==> config.mk <==
export PLATFORM = sky130hd
export DESIGN_NAME = smc_config_regs
export DESIGN_NICKNAME = d
export VERILOG_FILES = /design/src/shared/smc_pkg.sv /design/src/core/smc_mode_decode.sv /design/src/core/smc_config_regs.sv
export VERILOG_INCLUDE_DIRS = /design/src /design/src/shared
export SDC_FILE = /design/constraint.sdc
export NUM_CORES = 1
export LEC_CHECK = 0
export BUFFER_PORTS_ARGS = -buffer_cell sky130_fd_sc_hd__buf_2
export CAP_MARGIN = 20
export CORE_MARGIN = 1
export CORE_UTILIZATION = 34
export CTS_CLUSTER_SIZE = 20
export DETAILED_ROUTE_END_ITERATION = 10
export SKIP_CTS_REPAIR_TIMING = 1
export SLEW_MARGIN = 20
export SYNTH_ARGS = -nofsm -noshare
export SYNTH_HDL_FRONTEND = slang
export SYNTH_SLANG_ARGS = --single-unit
==> constraint.sdc <==
create_clock -name clk -period 2.7 [get_ports clk]
set_input_delay 0.135 -clock clk [delete_from_list [all_inputs] [get_ports clk]]
set_output_delay 0.135 -clock clk [all_outputs]
set_load 0.005 [all_outputs]
==> src/shared/smc_map.svh <==
// constants for the socket mode configuration registers
// assumes a 32-bit word-aligned register bus; printed offsets are register indices
`ifndef SMC_MAP_SVH
`define SMC_MAP_SVH

`define SMC_IDX_W           15
`define SMC_SOCK_MODE_IDX   15'h0000
`define SMC_RETRY_LIMIT_IDX 15'h420C
`define SMC_HOP_LIMIT_IDX   15'h420F
`define SMC_IRQ_STATUS_IDX  15'h4210
`define SMC_IRQ_MASK_IDX    15'h4211
`define SMC_RETRY_COUNT_IDX 15'h4212
`define SMC_REFUSE_INFO_IDX 15'h4213

`define SMC_MODE_RESET        8'h00
`define SMC_RETRY_LIMIT_RESET 8'h00
`define SMC_HOP_LIMIT_RESET   8'h80
`define SMC_IRQ_RESET         2'h0

`define SMC_OPT7 7
`define SMC_OPT6 6
`define SMC_OPT5 5
`define SMC_OPT4 4

`define SMC_IRQ_W       2
`define SMC_IRQ_TIMEOUT 0
`define SMC_IRQ_REFUSED 1

`define SMC_P_CLOSED    4'h0
`define SMC_P_TCP_V4    4'h1
`define SMC_P_UDP_V4    4'h2
`define SMC_P_RAW_IP_V4 4'h3
`define SMC_P_RAW_ETH   4'h7
`define SMC_P_TCP_V6    4'h9
`define SMC_P_UDP_V6    4'hA
`define SMC_P_RAW_IP_V6 4'hB
`define SMC_P_TCP_DUAL  4'hD
`define SMC_P_UDP_DUAL  4'hE

`define SMC_RESP_OKAY   2'h0
`define SMC_RESP_SLVERR 2'h2

`endif

==> src/shared/smc_pkg.sv <==
// types shared by the socket mode configuration block
// assumes smc_map.svh is on the include path
package smc_pkg;
`include "smc_map.svh"

	typedef enum logic [3:0] {
		PROTO_CLOSED    = `SMC_P_CLOSED,
		PROTO_TCP_V4    = `SMC_P_TCP_V4,
		PROTO_UDP_V4    = `SMC_P_UDP_V4,
		PROTO_RAW_IP_V4 = `SMC_P_RAW_IP_V4,
		PROTO_RAW_ETH   = `SMC_P_RAW_ETH,
		PROTO_TCP_V6    = `SMC_P_TCP_V6,
		PROTO_UDP_V6    = `SMC_P_UDP_V6,
		PROTO_RAW_IP_V6 = `SMC_P_RAW_IP_V6,
		PROTO_TCP_DUAL  = `SMC_P_TCP_DUAL,
		PROTO_UDP_DUAL  = `SMC_P_UDP_DUAL
	} smc_proto_t;

	typedef struct packed {
		logic [3:0] proto;
		logic       modeValid;
		logic       isTcp;
		logic       isUdp;
		logic       isRawEth;
		logic       multicastEnable;
		logic       macAddressFilter;
		logic       broadcastBlock;
		logic       forcePush;
		logic       noDelayedAck;
		logic       igmpVersionSelect;
		logic       solicitedGroupBlock;
		logic       rawV4GroupBlock;
		logic       rawV6GroupBlock;
		logic       unicastBlock;
	} smc_sock_cfg_t;

	typedef enum logic [1:0] {
		BUS_IDLE   = 2'b01,
		BUS_ANSWER = 2'b10
	} smc_bus_state_t;

	typedef struct packed {
		logic [31:0] data;
		logic [1:0]  resp;
	} smc_answer_t;

endpackage

==> src/core/smc_mode_decode.sv <==
// decodes one socket mode byte into protocol class and option flags
// assumes a stored mode byte; purely combinational
`timescale 1ns/1ps
`include "smc_map.svh"
module smc_mode_decode
	import smc_pkg::*;
(
	// mode byte
	input  wire logic [7:0]    modeByte,
	// decoded view
	output smc_sock_cfg_t      cfg
);

	logic [3:0] p;
	logic       b7;
	logic       b6;
	logic       b5;
	logic       b4;
	logic       udpV6Kind;

	always_comb begin
		p = modeByte[3:0];
		b7 = modeByte[`SMC_OPT7];
		b6 = modeByte[`SMC_OPT6];
		b5 = modeByte[`SMC_OPT5];
		b4 = modeByte[`SMC_OPT4];
		cfg = '0;
		cfg.proto = p;
		cfg.isTcp = (p == PROTO_TCP_V4) || (p == PROTO_TCP_V6) || (p == PROTO_TCP_DUAL);
		cfg.isUdp = (p == PROTO_UDP_V4) || (p == PROTO_UDP_V6) || (p == PROTO_UDP_DUAL);
		cfg.isRawEth = (p == PROTO_RAW_ETH);
		cfg.modeValid = cfg.isTcp || cfg.isUdp || cfg.isRawEth || (p == PROTO_CLOSED)
			|| (p == PROTO_RAW_IP_V4) || (p == PROTO_RAW_IP_V6);
		udpV6Kind = (p == PROTO_UDP_V6) || (p == PROTO_UDP_DUAL);
		cfg.multicastEnable = cfg.isUdp && b7;
		cfg.macAddressFilter = cfg.isRawEth && b7;
		cfg.broadcastBlock = (cfg.isUdp || cfg.isRawEth) && b6;
		cfg.forcePush = cfg.isTcp && b6;
		cfg.noDelayedAck = cfg.isTcp && b5;
		cfg.igmpVersionSelect = (p == PROTO_UDP_V4) && b7 && b5;
		cfg.solicitedGroupBlock = udpV6Kind && b5;
		cfg.rawV4GroupBlock = cfg.isRawEth && b7 && b5;
		cfg.unicastBlock = cfg.isUdp && b4;
		cfg.rawV6GroupBlock = cfg.isRawEth && b7 && b4;
	end

endmodule // smc_mode_decode

==> src/core/smc_config_regs.sv <==
// socket mode and socket-less configuration registers behind an Avalon-MM slave
// assumes a single clock, inputs synchronous to clk, and a socket-less engine that pulses start and retry
//
// Notes on behaviour
// - when a socket-less command retries more times than the retry limit, the timeout flag is set.
// - the hop limit register feeds neighbour discovery messages and resets to 128.
// - in a UDP mode bit 7 enables multicast reception.
// - in raw Ethernet mode bit 7 enables the MAC filter.
// - in UDP or raw Ethernet mode bit 6 blocks broadcast reception.
// - in TCP modes bit 6 forces PSH in every data segment.
// - in TCP modes bit 5 chooses immediate acknowledgement over delayed acknowledgement.
// - in TCP modes, after a receive command with the window below the segment size an ACK goes out at once.
// - in UDP v4 with multicast bit 5 selects IGMP version 1 over version 2.
// - in UDP v6 or dual mode bit 5 blocks the solicited-node multicast group.
// - in raw Ethernet with the filter on bit 5 blocks IPv4 multicast.
// - in a UDP mode bit 4 blocks unicast reception.
// - in raw Ethernet with the filter on bit 4 blocks IPv6 multicast.
// - bits 3 to 0 hold the protocol mode code.
// - raw Ethernet mode is accepted only on socket zero.
`timescale 1ns/1ps
`include "smc_map.svh"
module smc_config_regs
	import smc_pkg::*;
#(
	parameter int NUM_SOCKETS = 8
)(
	// clock and reset
	input  wire logic                   clk,
	input  wire logic                   arst_n,
	// avalon-mm slave
	input  wire logic [16:0]            address,
	input  wire logic                   read,
	input  wire logic                   write,
	input  wire logic [31:0]            writedata,
	input  wire logic [3:0]             byteenable,
	output logic      [31:0]            readdata,
	output logic      [1:0]             response,
	output logic                        waitrequest,
	// socket-less engine
	input  wire logic                   slCmdStart,
	input  wire logic                   slRetry,
	output logic                        slTimeout,
	output logic      [7:0]             retryLimit,
	output logic      [7:0]             hopLimit,
	// socket engines
	input  wire logic [NUM_SOCKETS-1:0] sockOpen,
	input  wire logic [NUM_SOCKETS-1:0] recvCmd,
	input  wire logic [NUM_SOCKETS-1:0] windowBelowMss,
	output logic      [NUM_SOCKETS-1:0] ackNow,
	output smc_sock_cfg_t               sockCfg [NUM_SOCKETS],
	// interrupt
	output logic                        irq
);

	localparam int SOCK_W = (NUM_SOCKETS > 1) ? $clog2(NUM_SOCKETS) : 1;

	smc_bus_state_t             busState;
	smc_answer_t                answer;
	logic [`SMC_IDX_W-1:0]      idx;
	logic                       req;
	logic                       sockHit;
	logic                       retryHit;
	logic                       hopHit;
	logic                       statusHit;
	logic                       maskHit;
	logic                       countHit;
	logic                       infoHit;
	logic                       mapped;
	logic [SOCK_W-1:0]          sockSel;
	logic                       wrCommit;
	logic [7:0]                 wrByte;
	logic                       modeLegal;
	logic                       modeRefuse;
	logic [7:0]                 modeReg [NUM_SOCKETS];
	smc_sock_cfg_t              decoded [NUM_SOCKETS];
	logic [`SMC_IRQ_W-1:0]      irqStatus;
	logic [`SMC_IRQ_W-1:0]      irqMask;
	logic [`SMC_IRQ_W-1:0]      irqSet;
	logic [`SMC_IRQ_W-1:0]      irqClr;
	logic [`SMC_IRQ_W-1:0]      next_irqStatus;
	logic [8:0]                 retryCount;
	logic [8:0]                 next_retryCount;
	logic                       retryArmed;
	logic                       timeoutEvt;
	logic [7:0]                 refuseInfo;
	logic [7:0]                 rdByte;

	assign req = read || write;
	assign idx = address[16:2];
	assign wrByte = writedata[7:0];

	// address decode; low two address bits are ignored, registers are word aligned
	always_comb begin
		sockHit = 1'b0;
		retryHit = 1'b0;
		hopHit = 1'b0;
		statusHit = 1'b0;
		maskHit = 1'b0;
		countHit = 1'b0;
		infoHit = 1'b0;
		sockSel = idx[SOCK_W-1:0];
		if (idx < (`SMC_SOCK_MODE_IDX + `SMC_IDX_W'(NUM_SOCKETS))) begin
			sockHit = 1'b1;
		end else if (idx == `SMC_RETRY_LIMIT_IDX) begin
			retryHit = 1'b1;
		end else if (idx == `SMC_HOP_LIMIT_IDX) begin
			hopHit = 1'b1;
		end else if (idx == `SMC_IRQ_STATUS_IDX) begin
			statusHit = 1'b1;
		end else if (idx == `SMC_IRQ_MASK_IDX) begin
			maskHit = 1'b1;
		end else if (idx == `SMC_RETRY_COUNT_IDX) begin
			countHit = 1'b1;
		end else if (idx == `SMC_REFUSE_INFO_IDX) begin
			infoHit = 1'b1;
		end
		mapped = sockHit || retryHit || hopHit || statusHit || maskHit || countHit || infoHit;
	end

	// legality of a mode byte for the addressed socket
	always_comb begin
		case (wrByte[3:0])
			`SMC_P_CLOSED,
			`SMC_P_TCP_V4,
			`SMC_P_UDP_V4,
			`SMC_P_RAW_IP_V4,
			`SMC_P_TCP_V6,
			`SMC_P_UDP_V6,
			`SMC_P_RAW_IP_V6,
			`SMC_P_TCP_DUAL,
			`SMC_P_UDP_DUAL: begin
				modeLegal = 1'b1;
			end
			`SMC_P_RAW_ETH: begin
				modeLegal = (sockSel == '0);
			end
			default: begin
				modeLegal = 1'b0;
			end
		endcase
	end

	// an open socket keeps its mode; protocol engines latch it only at open
	assign modeRefuse = sockHit && byteenable[0] && (!modeLegal || sockOpen[sockSel]);

	// the write lands at the edge where the master sees waitrequest low
	assign wrCommit = (busState == BUS_ANSWER) && write && byteenable[0];

	// read mux
	always_comb begin
		rdByte = 8'h00;
		if (sockHit) begin
			rdByte = modeReg[sockSel];
		end else if (retryHit) begin
			rdByte = retryLimit;
		end else if (hopHit) begin
			rdByte = hopLimit;
		end else if (statusHit) begin
			rdByte = {{(8-`SMC_IRQ_W){1'b0}}, irqStatus};
		end else if (maskHit) begin
			rdByte = {{(8-`SMC_IRQ_W){1'b0}}, irqMask};
		end else if (countHit) begin
			rdByte = retryCount[8] ? 8'hFF : retryCount[7:0];
		end else if (infoHit) begin
			rdByte = refuseInfo;
		end
	end

	// answer built in the idle cycle so that data and response stand when waitrequest falls
	always_comb begin
		answer.data = {24'h000000, rdByte};
		answer.resp = `SMC_RESP_OKAY;
		if (!mapped) begin
			answer.data = 32'h00000000;
			answer.resp = `SMC_RESP_SLVERR;
		end else if (write && modeRefuse) begin
			answer.resp = `SMC_RESP_SLVERR;
		end
	end

	// bus handshake: one idle cycle, one answer cycle
	always_ff @(posedge clk or negedge arst_n) begin
		if (!arst_n) begin
			busState <= BUS_IDLE;
		end else begin
			case (busState)
				BUS_IDLE: begin
					if (req) begin
						busState <= BUS_ANSWER;
					end
				end
				BUS_ANSWER: begin
					busState <= BUS_IDLE;
				end
				default: begin
					busState <= BUS_IDLE;
				end
			endcase
		end
	end

	always_ff @(posedge clk or negedge arst_n) begin
		if (!arst_n) begin
			waitrequest <= 1'b1;
			readdata <= 32'h00000000;
			response <= `SMC_RESP_OKAY;
		end else begin
			waitrequest <= !((busState == BUS_IDLE) && req);
			if ((busState == BUS_IDLE) && req) begin
				readdata <= read ? answer.data : 32'h00000000;
				response <= answer.resp;
			end
		end
	end

	// socket mode registers and their decoded, registered view
	genvar g;
	generate
		for (g = 0; g < NUM_SOCKETS; g = g + 1) begin : gSock
			always_ff @(posedge clk or negedge arst_n) begin
				if (!arst_n) begin
					modeReg[g] <= `SMC_MODE_RESET;
				end else if (wrCommit && sockHit && (sockSel == SOCK_W'(g)) && !modeRefuse) begin
					modeReg[g] <= wrByte;
				end
			end

			smc_mode_decode uDecode (
				.modeByte (modeReg[g]),
				.cfg      (decoded[g])
			);

			always_ff @(posedge clk or negedge arst_n) begin
				if (!arst_n) begin
					sockCfg[g] <= '0;
				end else begin
					sockCfg[g] <= decoded[g];
				end
			end

			// window below segment size overrides the delayed acknowledgement choice
			always_ff @(posedge clk or negedge arst_n) begin
				if (!arst_n) begin
					ackNow[g] <= 1'b0;
				end else begin
					ackNow[g] <= recvCmd[g] && windowBelowMss[g] && decoded[g].isTcp;
				end
			end
		end
	endgenerate

	// socket-less limits
	always_ff @(posedge clk or negedge arst_n) begin
		if (!arst_n) begin
			retryLimit <= `SMC_RETRY_LIMIT_RESET;
		end else if (wrCommit && retryHit) begin
			retryLimit <= wrByte;
		end
	end

	always_ff @(posedge clk or negedge arst_n) begin
		if (!arst_n) begin
			hopLimit <= `SMC_HOP_LIMIT_RESET;
		end else if (wrCommit && hopHit) begin
			hopLimit <= wrByte;
		end
	end

	// retry counting; nine bits so a limit of 255 can still be exceeded
	always_comb begin
		next_retryCount = retryCount;
		timeoutEvt = 1'b0;
		if (slCmdStart) begin
			next_retryCount = 9'h000;
		end else if (slRetry && retryArmed) begin
			next_retryCount = retryCount + 9'h001;
			timeoutEvt = (next_retryCount > {1'b0, retryLimit});
		end
	end

	always_ff @(posedge clk or negedge arst_n) begin
		if (!arst_n) begin
			retryCount <= 9'h000;
			retryArmed <= 1'b0;
			slTimeout <= 1'b0;
		end else begin
			retryCount <= next_retryCount;
			slTimeout <= timeoutEvt;
			if (slCmdStart) begin
				retryArmed <= 1'b1;
			end else if (timeoutEvt) begin
				retryArmed <= 1'b0; // one timeout per command
			end
		end
	end

	// last refused mode write: bit 7 set, bit 6 open socket, low bits socket number
	always_ff @(posedge clk or negedge arst_n) begin
		if (!arst_n) begin
			refuseInfo <= 8'h00;
		end else if (wrCommit && modeRefuse) begin
			refuseInfo <= {1'b1, sockOpen[sockSel], 6'(sockSel)};
		end
	end

	// sticky events; a set in the clearing cycle survives
	always_comb begin
		irqSet = '0;
		irqSet[`SMC_IRQ_TIMEOUT] = timeoutEvt;
		irqSet[`SMC_IRQ_REFUSED] = wrCommit && modeRefuse;
		irqClr = (wrCommit && statusHit) ? wrByte[`SMC_IRQ_W-1:0] : '0;
		next_irqStatus = (irqStatus & ~irqClr) | irqSet;
	end

	always_ff @(posedge clk or negedge arst_n) begin
		if (!arst_n) begin
			irqStatus <= `SMC_IRQ_RESET;
		end else begin
			irqStatus <= next_irqStatus;
		end
	end

	always_ff @(posedge clk or negedge arst_n) begin
		if (!arst_n) begin
			irqMask <= `SMC_IRQ_RESET;
		end else if (wrCommit && maskHit) begin
			irqMask <= wrByte[`SMC_IRQ_W-1:0];
		end
	end

	// irq lags status by one cycle so that it comes from a flip-flop
	always_ff @(posedge clk or negedge arst_n) begin
		if (!arst_n) begin
			irq <= 1'b0;
		end else begin
			irq <= |(irqStatus & irqMask);
		end
	end

endmodule // smc_config_regs

==> reports/qor.yml, run 1 <==
outcome:
  status: "finished, violations left"
  violations: "hold timing"
flow_run:
  cap_violations: 0
setup_path:
  r2r-start: "retryCount[1]"
  r2r_cells: 10
  crit_start: "retryCount[1]"
  critical-path-slowest-cell: "dfrtp_1"
  path_class: "reg2reg"
  start_kind: "register"
  worst_setup_path_end_kind: "register"
  rr_endpoint: "irqStatus[0]"
  worst_path_largest_cell_delay_ns: 0.39
  critPathMaxFanout: 4
  arrival_ns: 2.96
  r2r_slack_ns: 0.16
  path_cells: "ha_2 > nand3_1 > or2_2 > xnor2_1 > ha_1 > a211o_1 > o221ai_1 > a21oi_1 > o21a_1 > nand2b_1"
  required_ns: 3.13
clock_network:
  cts_root_buf: "clkbuf_16"
  clockBufferDepth: 3
  path_clk_slew_ns: 0.06
  clkLatencyLatePin_ns: 0.54
  cts_sinks: 265
  cts_tree: "done"
  cts_buffers: 28
  cts_htree_levels: 1
logic_synthesis:
  syn_inst: 808
  synth_cell_types: 53
  async_flop_share_pct: 100
  ys_seq_area_share_pct: 61.4
  synth_edf_count: 0
  synth_area_sq_um: 10800
  synthFlopType: "dfrtp_1"
  synth_seq_cells: 265
  syn_avg_cell_area_sq_um: 13.4
  yosysWarnings: 0
min_path:
  hp-class: "in2reg"
  whs_path_depth: 3
  worstHoldEndpoint: "response[1]"
  min_from: "write"
power_and_ir_drop:
  p_sw_mw: 1.86
  p_leak_nw: 7.44
  combPwrFrac_pct: 5.2
  ir_worst_vdd_v: 0.000436
  p_sw_share_pct: 21.5
  power_mw: 8.66
  p_int_mw: 6.80
  p_per_area_nw_per_um2: 628
  clkPwrFrac_pct: 48.0
  sequentialPowerShare_pct: 46.8
layout:
  syn_to_final_growth_pct: 27.4
  fin_util_pct: 44.6
  design_area_sq_um: 13800
  drive_above_1_share_pct: 39.2
  n_fill_cell: 2928
  nets: 1188
floorplanning:
  coreArea_sq_um: 30900
  design.die.area_sq_um: 32500
  fp.dieW_microns: 180
  chipHeight_microns: 180
  num_rows: 64
  start_util_pct: 35.0
  boundaryPins: 288
global_routing:
  grt_pass1_wl_microns: 43100
  antenna_found_initial: 2
  grt_max_degree: 71
  grt.overflow.total: 0
  grt_pass1_vias: 7356
  grt_usage_pct: 17.0
timing:
  final.setup_skew_ns: 0.0135
  maxSlewHeadroom_pct: 35.4
  fin_hold_ws_ns: -0.0295
  setup_slack_ns: 0.165
  layout_min_cycle_time_ns: 2.54
  finalCritPeriodShare_pct: 93.9
  fin_setup_tns_ns: 0
  final_hold_viol_count: 1
  slew_viol_final: 0
  worst_pin_slew_ns: 0.965
  setup_violations: 0
  clock.fmax_mhz: 394
routing:
  drt_iter0_markers: 358
  drt_wl_total_microns: 27700
  remaining_drc_errors: 0
  antenna_left: 0
  wl_per_cell_microns: 18.3
  viasPerCell: 4.79
  first_pass_iters: 4
  via_count: 7255
place:
  hpwl_microns: 20300
  routabilityCongestion: 0.791
  dpl_cell_area_sq_um: 12500
  portBuffers: 233
  dp_slack_ns: -0.0997
[state kept, by name, summed over array words and instances, names as in the netlist]
register     flops
readdata         8
sockCfg        144
irq              1
refuseInfo       5
retryArmed       1
waitrequest      1
retryLimit       8
ackNow           8
irqMask          2
irqStatus        2
modeReg         64
slTimeout        1
busState         2
retryCount       9
response         1
hopLimit         8
[cell type report]
cell class,count,area (sq um),area share [%]
Antenna cell,1,2.50,0.0182
Clock buffer,40,826,5.99
Multi-Input combinational cell,501,3900,28.3
Sequential cell,265,6640,48.2
Tap cell,396,495,3.60
Timing Repair Buffer,289,1680,12.2
Inverter,11,41.3,0.300
Clock inverter,11,198,1.44
[worst max path at each step]
| stage | to | slack (ns) | depth (start not counted) |
|---|---|---|---|
| 6_report | irqStatus[0] | 0.16 | 10 |
| 5_1_grt | irqStatus[0] | -0.02 | 10 |
| 4_1_cts | irqStatus[0] | 0.14 | 10 |
| 3_5_place_dp | modeReg[63] | -0.1 | 8 |
| 3_3_place_gp | modeReg[63] | -0.07 | 8 |
| 2_1_floorplan | irqStatus[0] | 0.28 | 10 |
[layer usage]
| layer | vias to the layer above | global-route usage [%] | wire, microns |
|---|---|---|---|
| li1 | 3387 | - | - |
| met1 | 3609 | 23.0 | 12200 |
| met2 | 222 | 27.8 | 13200 |
| met3 | 35 | 3.54 | 1750 |
| met4 | 2 | 4.17 | 516 |
| met5 | - | 0 | 10 |
[cells by family after synthesis]
| logic type | Yosys count | share of synthesized area, % |
|---|---|---|
| other | 1 | 0.0347 |
| adder cells (fa/ha/maj) | 9 | 1.04 |
| flip-flops | 265 | 61.4 |
| XOR/XNOR | 13 | 1.05 |
| AND/OR/NAND/NOR | 258 | 13.8 |
| buffers and inverters | 66 | 3.40 |
| AO/OA/AOI/OAI | 84 | 5.31 |
| multiplexers | 112 | 14.0 |
[Yosys cell counts, drive strengths merged, types with 5 or more instances]
cell type    n  area, sq um
a21oi       12         60.1
a22oi       15          113
a32o         7         70.1
and2        42          263
and3        40          250
and4         8         70.1
buf         41          274
clkbuf      14         52.6
dfrtp      262         6560
ha           9          113
inv         11         41.3
mux2        86         1030
mux2i        8         80.1
mux4        18          405
nand2       40          150
nand2b       6         37.5
nand3       14         70.1
nand4        6         62.6
nor2        38          143
nor2b       27          169
nor3         6         40.0
nor3b        9         72.6
o211ai       5         37.5
o21a        12         90.1
o21ai       22          110
or2          7         43.8
or4          7         60.1
xnor2        7         61.3
xor2         6         52.6
[power by group through the flow]
stage	logic, mW	registers [mW]	clock network, mW
3_3_place_gp	0.427	4.12	0
3_5_place_dp	0.431	4.12	0
5_1_grt	0.511	4.06	4.42
2_1_floorplan	0.219	4.12	0
6_report	0.450	4.05	4.15
4_1_cts	0.433	4.05	4.28
[through the flow]
| step | std cells | hold slack (ns) |
|---|---|---|
| global placement | 1440 | 0.130 |
| floorplan | 832 | -0.161 |
| global route | 1513 | 0.00403 |
| finish | 1514 | -0.0295 |
| detailed placement | 1440 | 0.132 |
| CTS | 1491 | -0.454 |
[critical path, delay by kind of cell, from the launching register on]
kind                     cells  cell delay (ns)
AND/OR/NAND/NOR              3             0.58
XOR/XNOR                     1             0.20
flip-flops                   1             0.39
AO/OA/AOI/OAI                4             0.74
adder cells (fa/ha/maj)      2             0.51
[cell usage in the layout (no fill, tap or decap), drive strengths merged, types with 5 or more instances in the layout]
master,instances
buf,267
nand2b,6
and3,40
nor3,6
nor3b,9
ha,9
xnor2,7
or4,7
o21ai,22
clkinv,5
conb,25
dlygate4sd3,22
o211ai,5
nor2b,27
and4,8
mux2,86
mux4,18
nand3,14
nand2,40
nor2,38
a22oi,15
or2,7
dfrtp,262
xor2,6
a21oi,12
a32o,7
bufinv,5
o21a,12
clkbuf,40
inv,11
mux2i,8
and2,42
nand4,6
Note: power is estimated with default switching activity, not from simulation.
==> run 2: changes to the inputs <==
- CORE_ASPECT_RATIO: not set -> 1.2
- CTS_BUF_LIST: not set -> sky130_fd_sc_hd__clkbuf_8
==> run 2 against run 1 <==
Against the previous run:
- the flow now finishes without violations
- sequential power hardly changed
- fmax increased by 2.8%
- via count is 0.85% higher
- clock skew rose by 0.0023 ns
- flip-flop and latch count unchanged
- sequential share of layout area rose by 0.49 points
- non-clock buffer count is 2 higher
- utilization decreased by 1.1 points
- critical path type unchanged
- critical endpoint unchanged
- largest cell class unchanged
==> reports/qor.yml, run 2 (synthesized netlist as in run 1, its figures left out) <==
timing:
  clock.fmax_mhz: 405  # +2.8%
  layout_min_cycle_time_ns: 2.47  # -0.0688 ns
  slew_viol_final: 0  # unchanged
  grt_setup_unrepaired: "false"
  finalCritPeriodShare_pct: 91.3  # -2.5 points
  fin_setup_tns_ns: 0  # unchanged
  final.setup_skew_ns: 0.0158  # +0.00232 ns
  setup_slack_ns: 0.234  # +0.0688 ns
  final_hold_viol_count: 0  # -1
  maxSlewHeadroom_pct: 34.0  # -1.4 points
  fin_hold_ws_ns: 0.0172  # +0.0467 ns
  worst_pin_slew_ns: 0.986  # +0.0210 ns
  setup_violations: 0  # unchanged
setup_path:
  rr_endpoint: "irqStatus[0]"
  start_kind: "register"
  critPathMaxFanout: 4  # unchanged
  r2r_cells: 10  # unchanged
  crit_top_cell: "ha_1"
  path_depth: 10  # unchanged
  worst_setup_path_end_kind: "register"
  r2r-start: "retryCount[1]"
  arrival_ns: 2.89  # -0.07 ns
  crit_start: "retryCount[1]"
  critical-path-slowest-cell: "dfrtp_1"
  crit_family: "compound AO/OA/AOI/OAI gates"
  path_class: "reg2reg"
  required_ns: 3.12  # about the same
  path_cells: "ha_1 > nand3_1 > or2_2 > xnor2_1 > ha_1 > a211o_1 > o221ai_1 > a21oi_1 > o21a_1 > nand2b_1"
  path_buf_inv: 0  # unchanged
  critPathCapture: "irqStatus[0]"
  r2r_slack_ns: 0.23  # +0.07 ns
  worst_path_largest_cell_delay_ns: 0.37  # -0.02 ns
routing:
  via_count: 7317  # +0.85%
  viasPerCell: 4.75  # -0.98%
  top_layer: "met5"
  remaining_drc_errors: 0  # unchanged
  drt_wl_total_microns: 27900  # +0.61%
  drt_iter0_markers: 324  # -9.5%
  drt-met1-wl_microns: 11500  # -6.4%
  antenna_left: 0  # unchanged
  wl_met3_microns: 1490  # -15%
  first_pass_iters: 4  # unchanged
  wl_per_cell_microns: 18.1  # -1.2%
  wl_met2_microns: 14200  # +7.4%
global_routing:
  grt_pass1_wl_microns: 43100  # about the same
  grt_pass1_vias: 7259  # -1.3%
  antenna_found_initial: 3  # +1
  grt_usage_pct: 17.6  # +0.63 points
  grt.overflow.total: 0  # unchanged
  grt_max_degree: 85  # +20%
layout:
  top_register: "sockCfg"
  syn_to_final_growth_pct: 26.1
  largest_reg_flops: 144  # unchanged
  final_cell_mix: "dfrtp_1, buf_2, mux2_2"
  drive_above_1_share_pct: 39.9  # +0.65 points
  final_common_cell: "dfrtp_1"
  top_regs: "sockCfg (144), modeReg (64), retryCount (9)"
  nets: 1203  # +1.3%
clock_network:
  clkLatencyLatePin_ns: 0.55  # about the same
  cts_tree: "done"
  cts_root_buf: "clkbuf_8"
  path_clk_slew_ns: 0.06  # about the same
  cts_sinks: 265  # unchanged
  cts_htree_levels: 2  # +1
  cts_buffers: 41  # +46%
  clockBufferDepth: 3  # unchanged
floorplanning:
  fp.dieW_microns: 165  # -8.6%
  coreArea_sq_um: 31400  # +1.5%
  design.die.area_sq_um: 32500  # about the same
  chipHeight_microns: 197  # +9.4%
  num_rows: 71  # +11%
  start_util_pct: 34.5  # -0.50 points
  boundaryPins: 288  # unchanged
flow_run:
  cap_violations: 0  # unchanged
min_path:
  hp-class: "in2reg"
place:
  portBuffers: 233  # unchanged
  hpwl_microns: 20800  # +2.5%
  routabilityCongestion: 0.815  # +3.0%
  dp_slack_ns: -0.0682  # +0.0315 ns
power_and_ir_drop:
  ir_worst_vdd_v: 0.000313  # -28%
  p_leak_nw: 7.43  # about the same
  p_per_area_nw_per_um2: 584  # -7.1%
outcome:
  status: "completed"
==> run 2: cell types whose count changed in the layout (fill, tap and decap cells not counted), moves of 2 or more <==
| cell | before | now |
|---|---|---|
| clkbuf_16 | 28 | 0 |
| buf_4 | 32 | 34 |
| clkbuf_1 | 4 | 0 |
| clkbuf_8 | 8 | 56 |
| inv_1 | 11 | 20 |
| bufinv_16 | 5 | 1 |
==> run 2: worst reg2reg max path, delay by kind of cell (launching register included) <==
| family | cells | cell delay (ns) |
|---|---|---|
| AO/OA/AOI/OAI | 4 | 0.73 |
| XOR/XNOR | 1 | 0.14 |
| flip-flops | 1 | 0.37 |
| AND/OR/NAND/NOR | 3 | 0.59 |
| adder cells (fa/ha/maj) | 2 | 0.51 |
==> run 2: stage by stage <==
step / instances / instance area (sq um) / util [%] / power (mW)
final: 1542 / 13600 / 43.5 / 7.96
after floorplan: 832 / 10900 / - / 4.34
after detailed placement: 1447 / 12500 / 40.0 / 4.55
after CTS: 1518 / 13400 / 42.8 / 8.07
after global routing: 1541 / 13600 / 43.5 / 8.33
after global placement: 1447 / 12500 / 40.0 / 4.55
==> run 2: how the worst min path moves through the flow <==
stage | start | to | cells past startpoint
global placement | arst_n | ackNow[6] | 1
finish | write | response[1] | 3
floorplan | arst_n | ackNow[0] | 0
global route | writedata[3] | modeReg[35] | 2
detailed placement | arst_n | sockCfg[24] | 1
CTS | arst_n | ackNow[6] | 1
==> run 2: layer usage <==
| layer | vias to the layer above | global-route usage, % |
|---|---|---|
| met1 | 3630 | 22.0 |
| met3 | 54 | 3.40 |
| met5 | - | 0 |
| li1 | 3412 | - |
| met2 | 219 | 30.0 |
| met4 | 2 | 6.42 |
==> run 2: report_power, final <==
group / internal [mW] / switching [mW] / total [mW]
clock: 1.94 / 1.53 / 3.46
combinational: 0.171 / 0.280 / 0.450
sequential: 4.03 / 0.0221 / 4.05
==> run 2: cell type report <==
type	count	area, sq um
antenna	2	5.00
clock buffer	56	771
clock inverter	15	92.6
fill	2936	17700
inverter	11	41.3
multi-input combinational	501	3900
sequential	265	6640
tap	401	502
timing repair buffer	291	1690
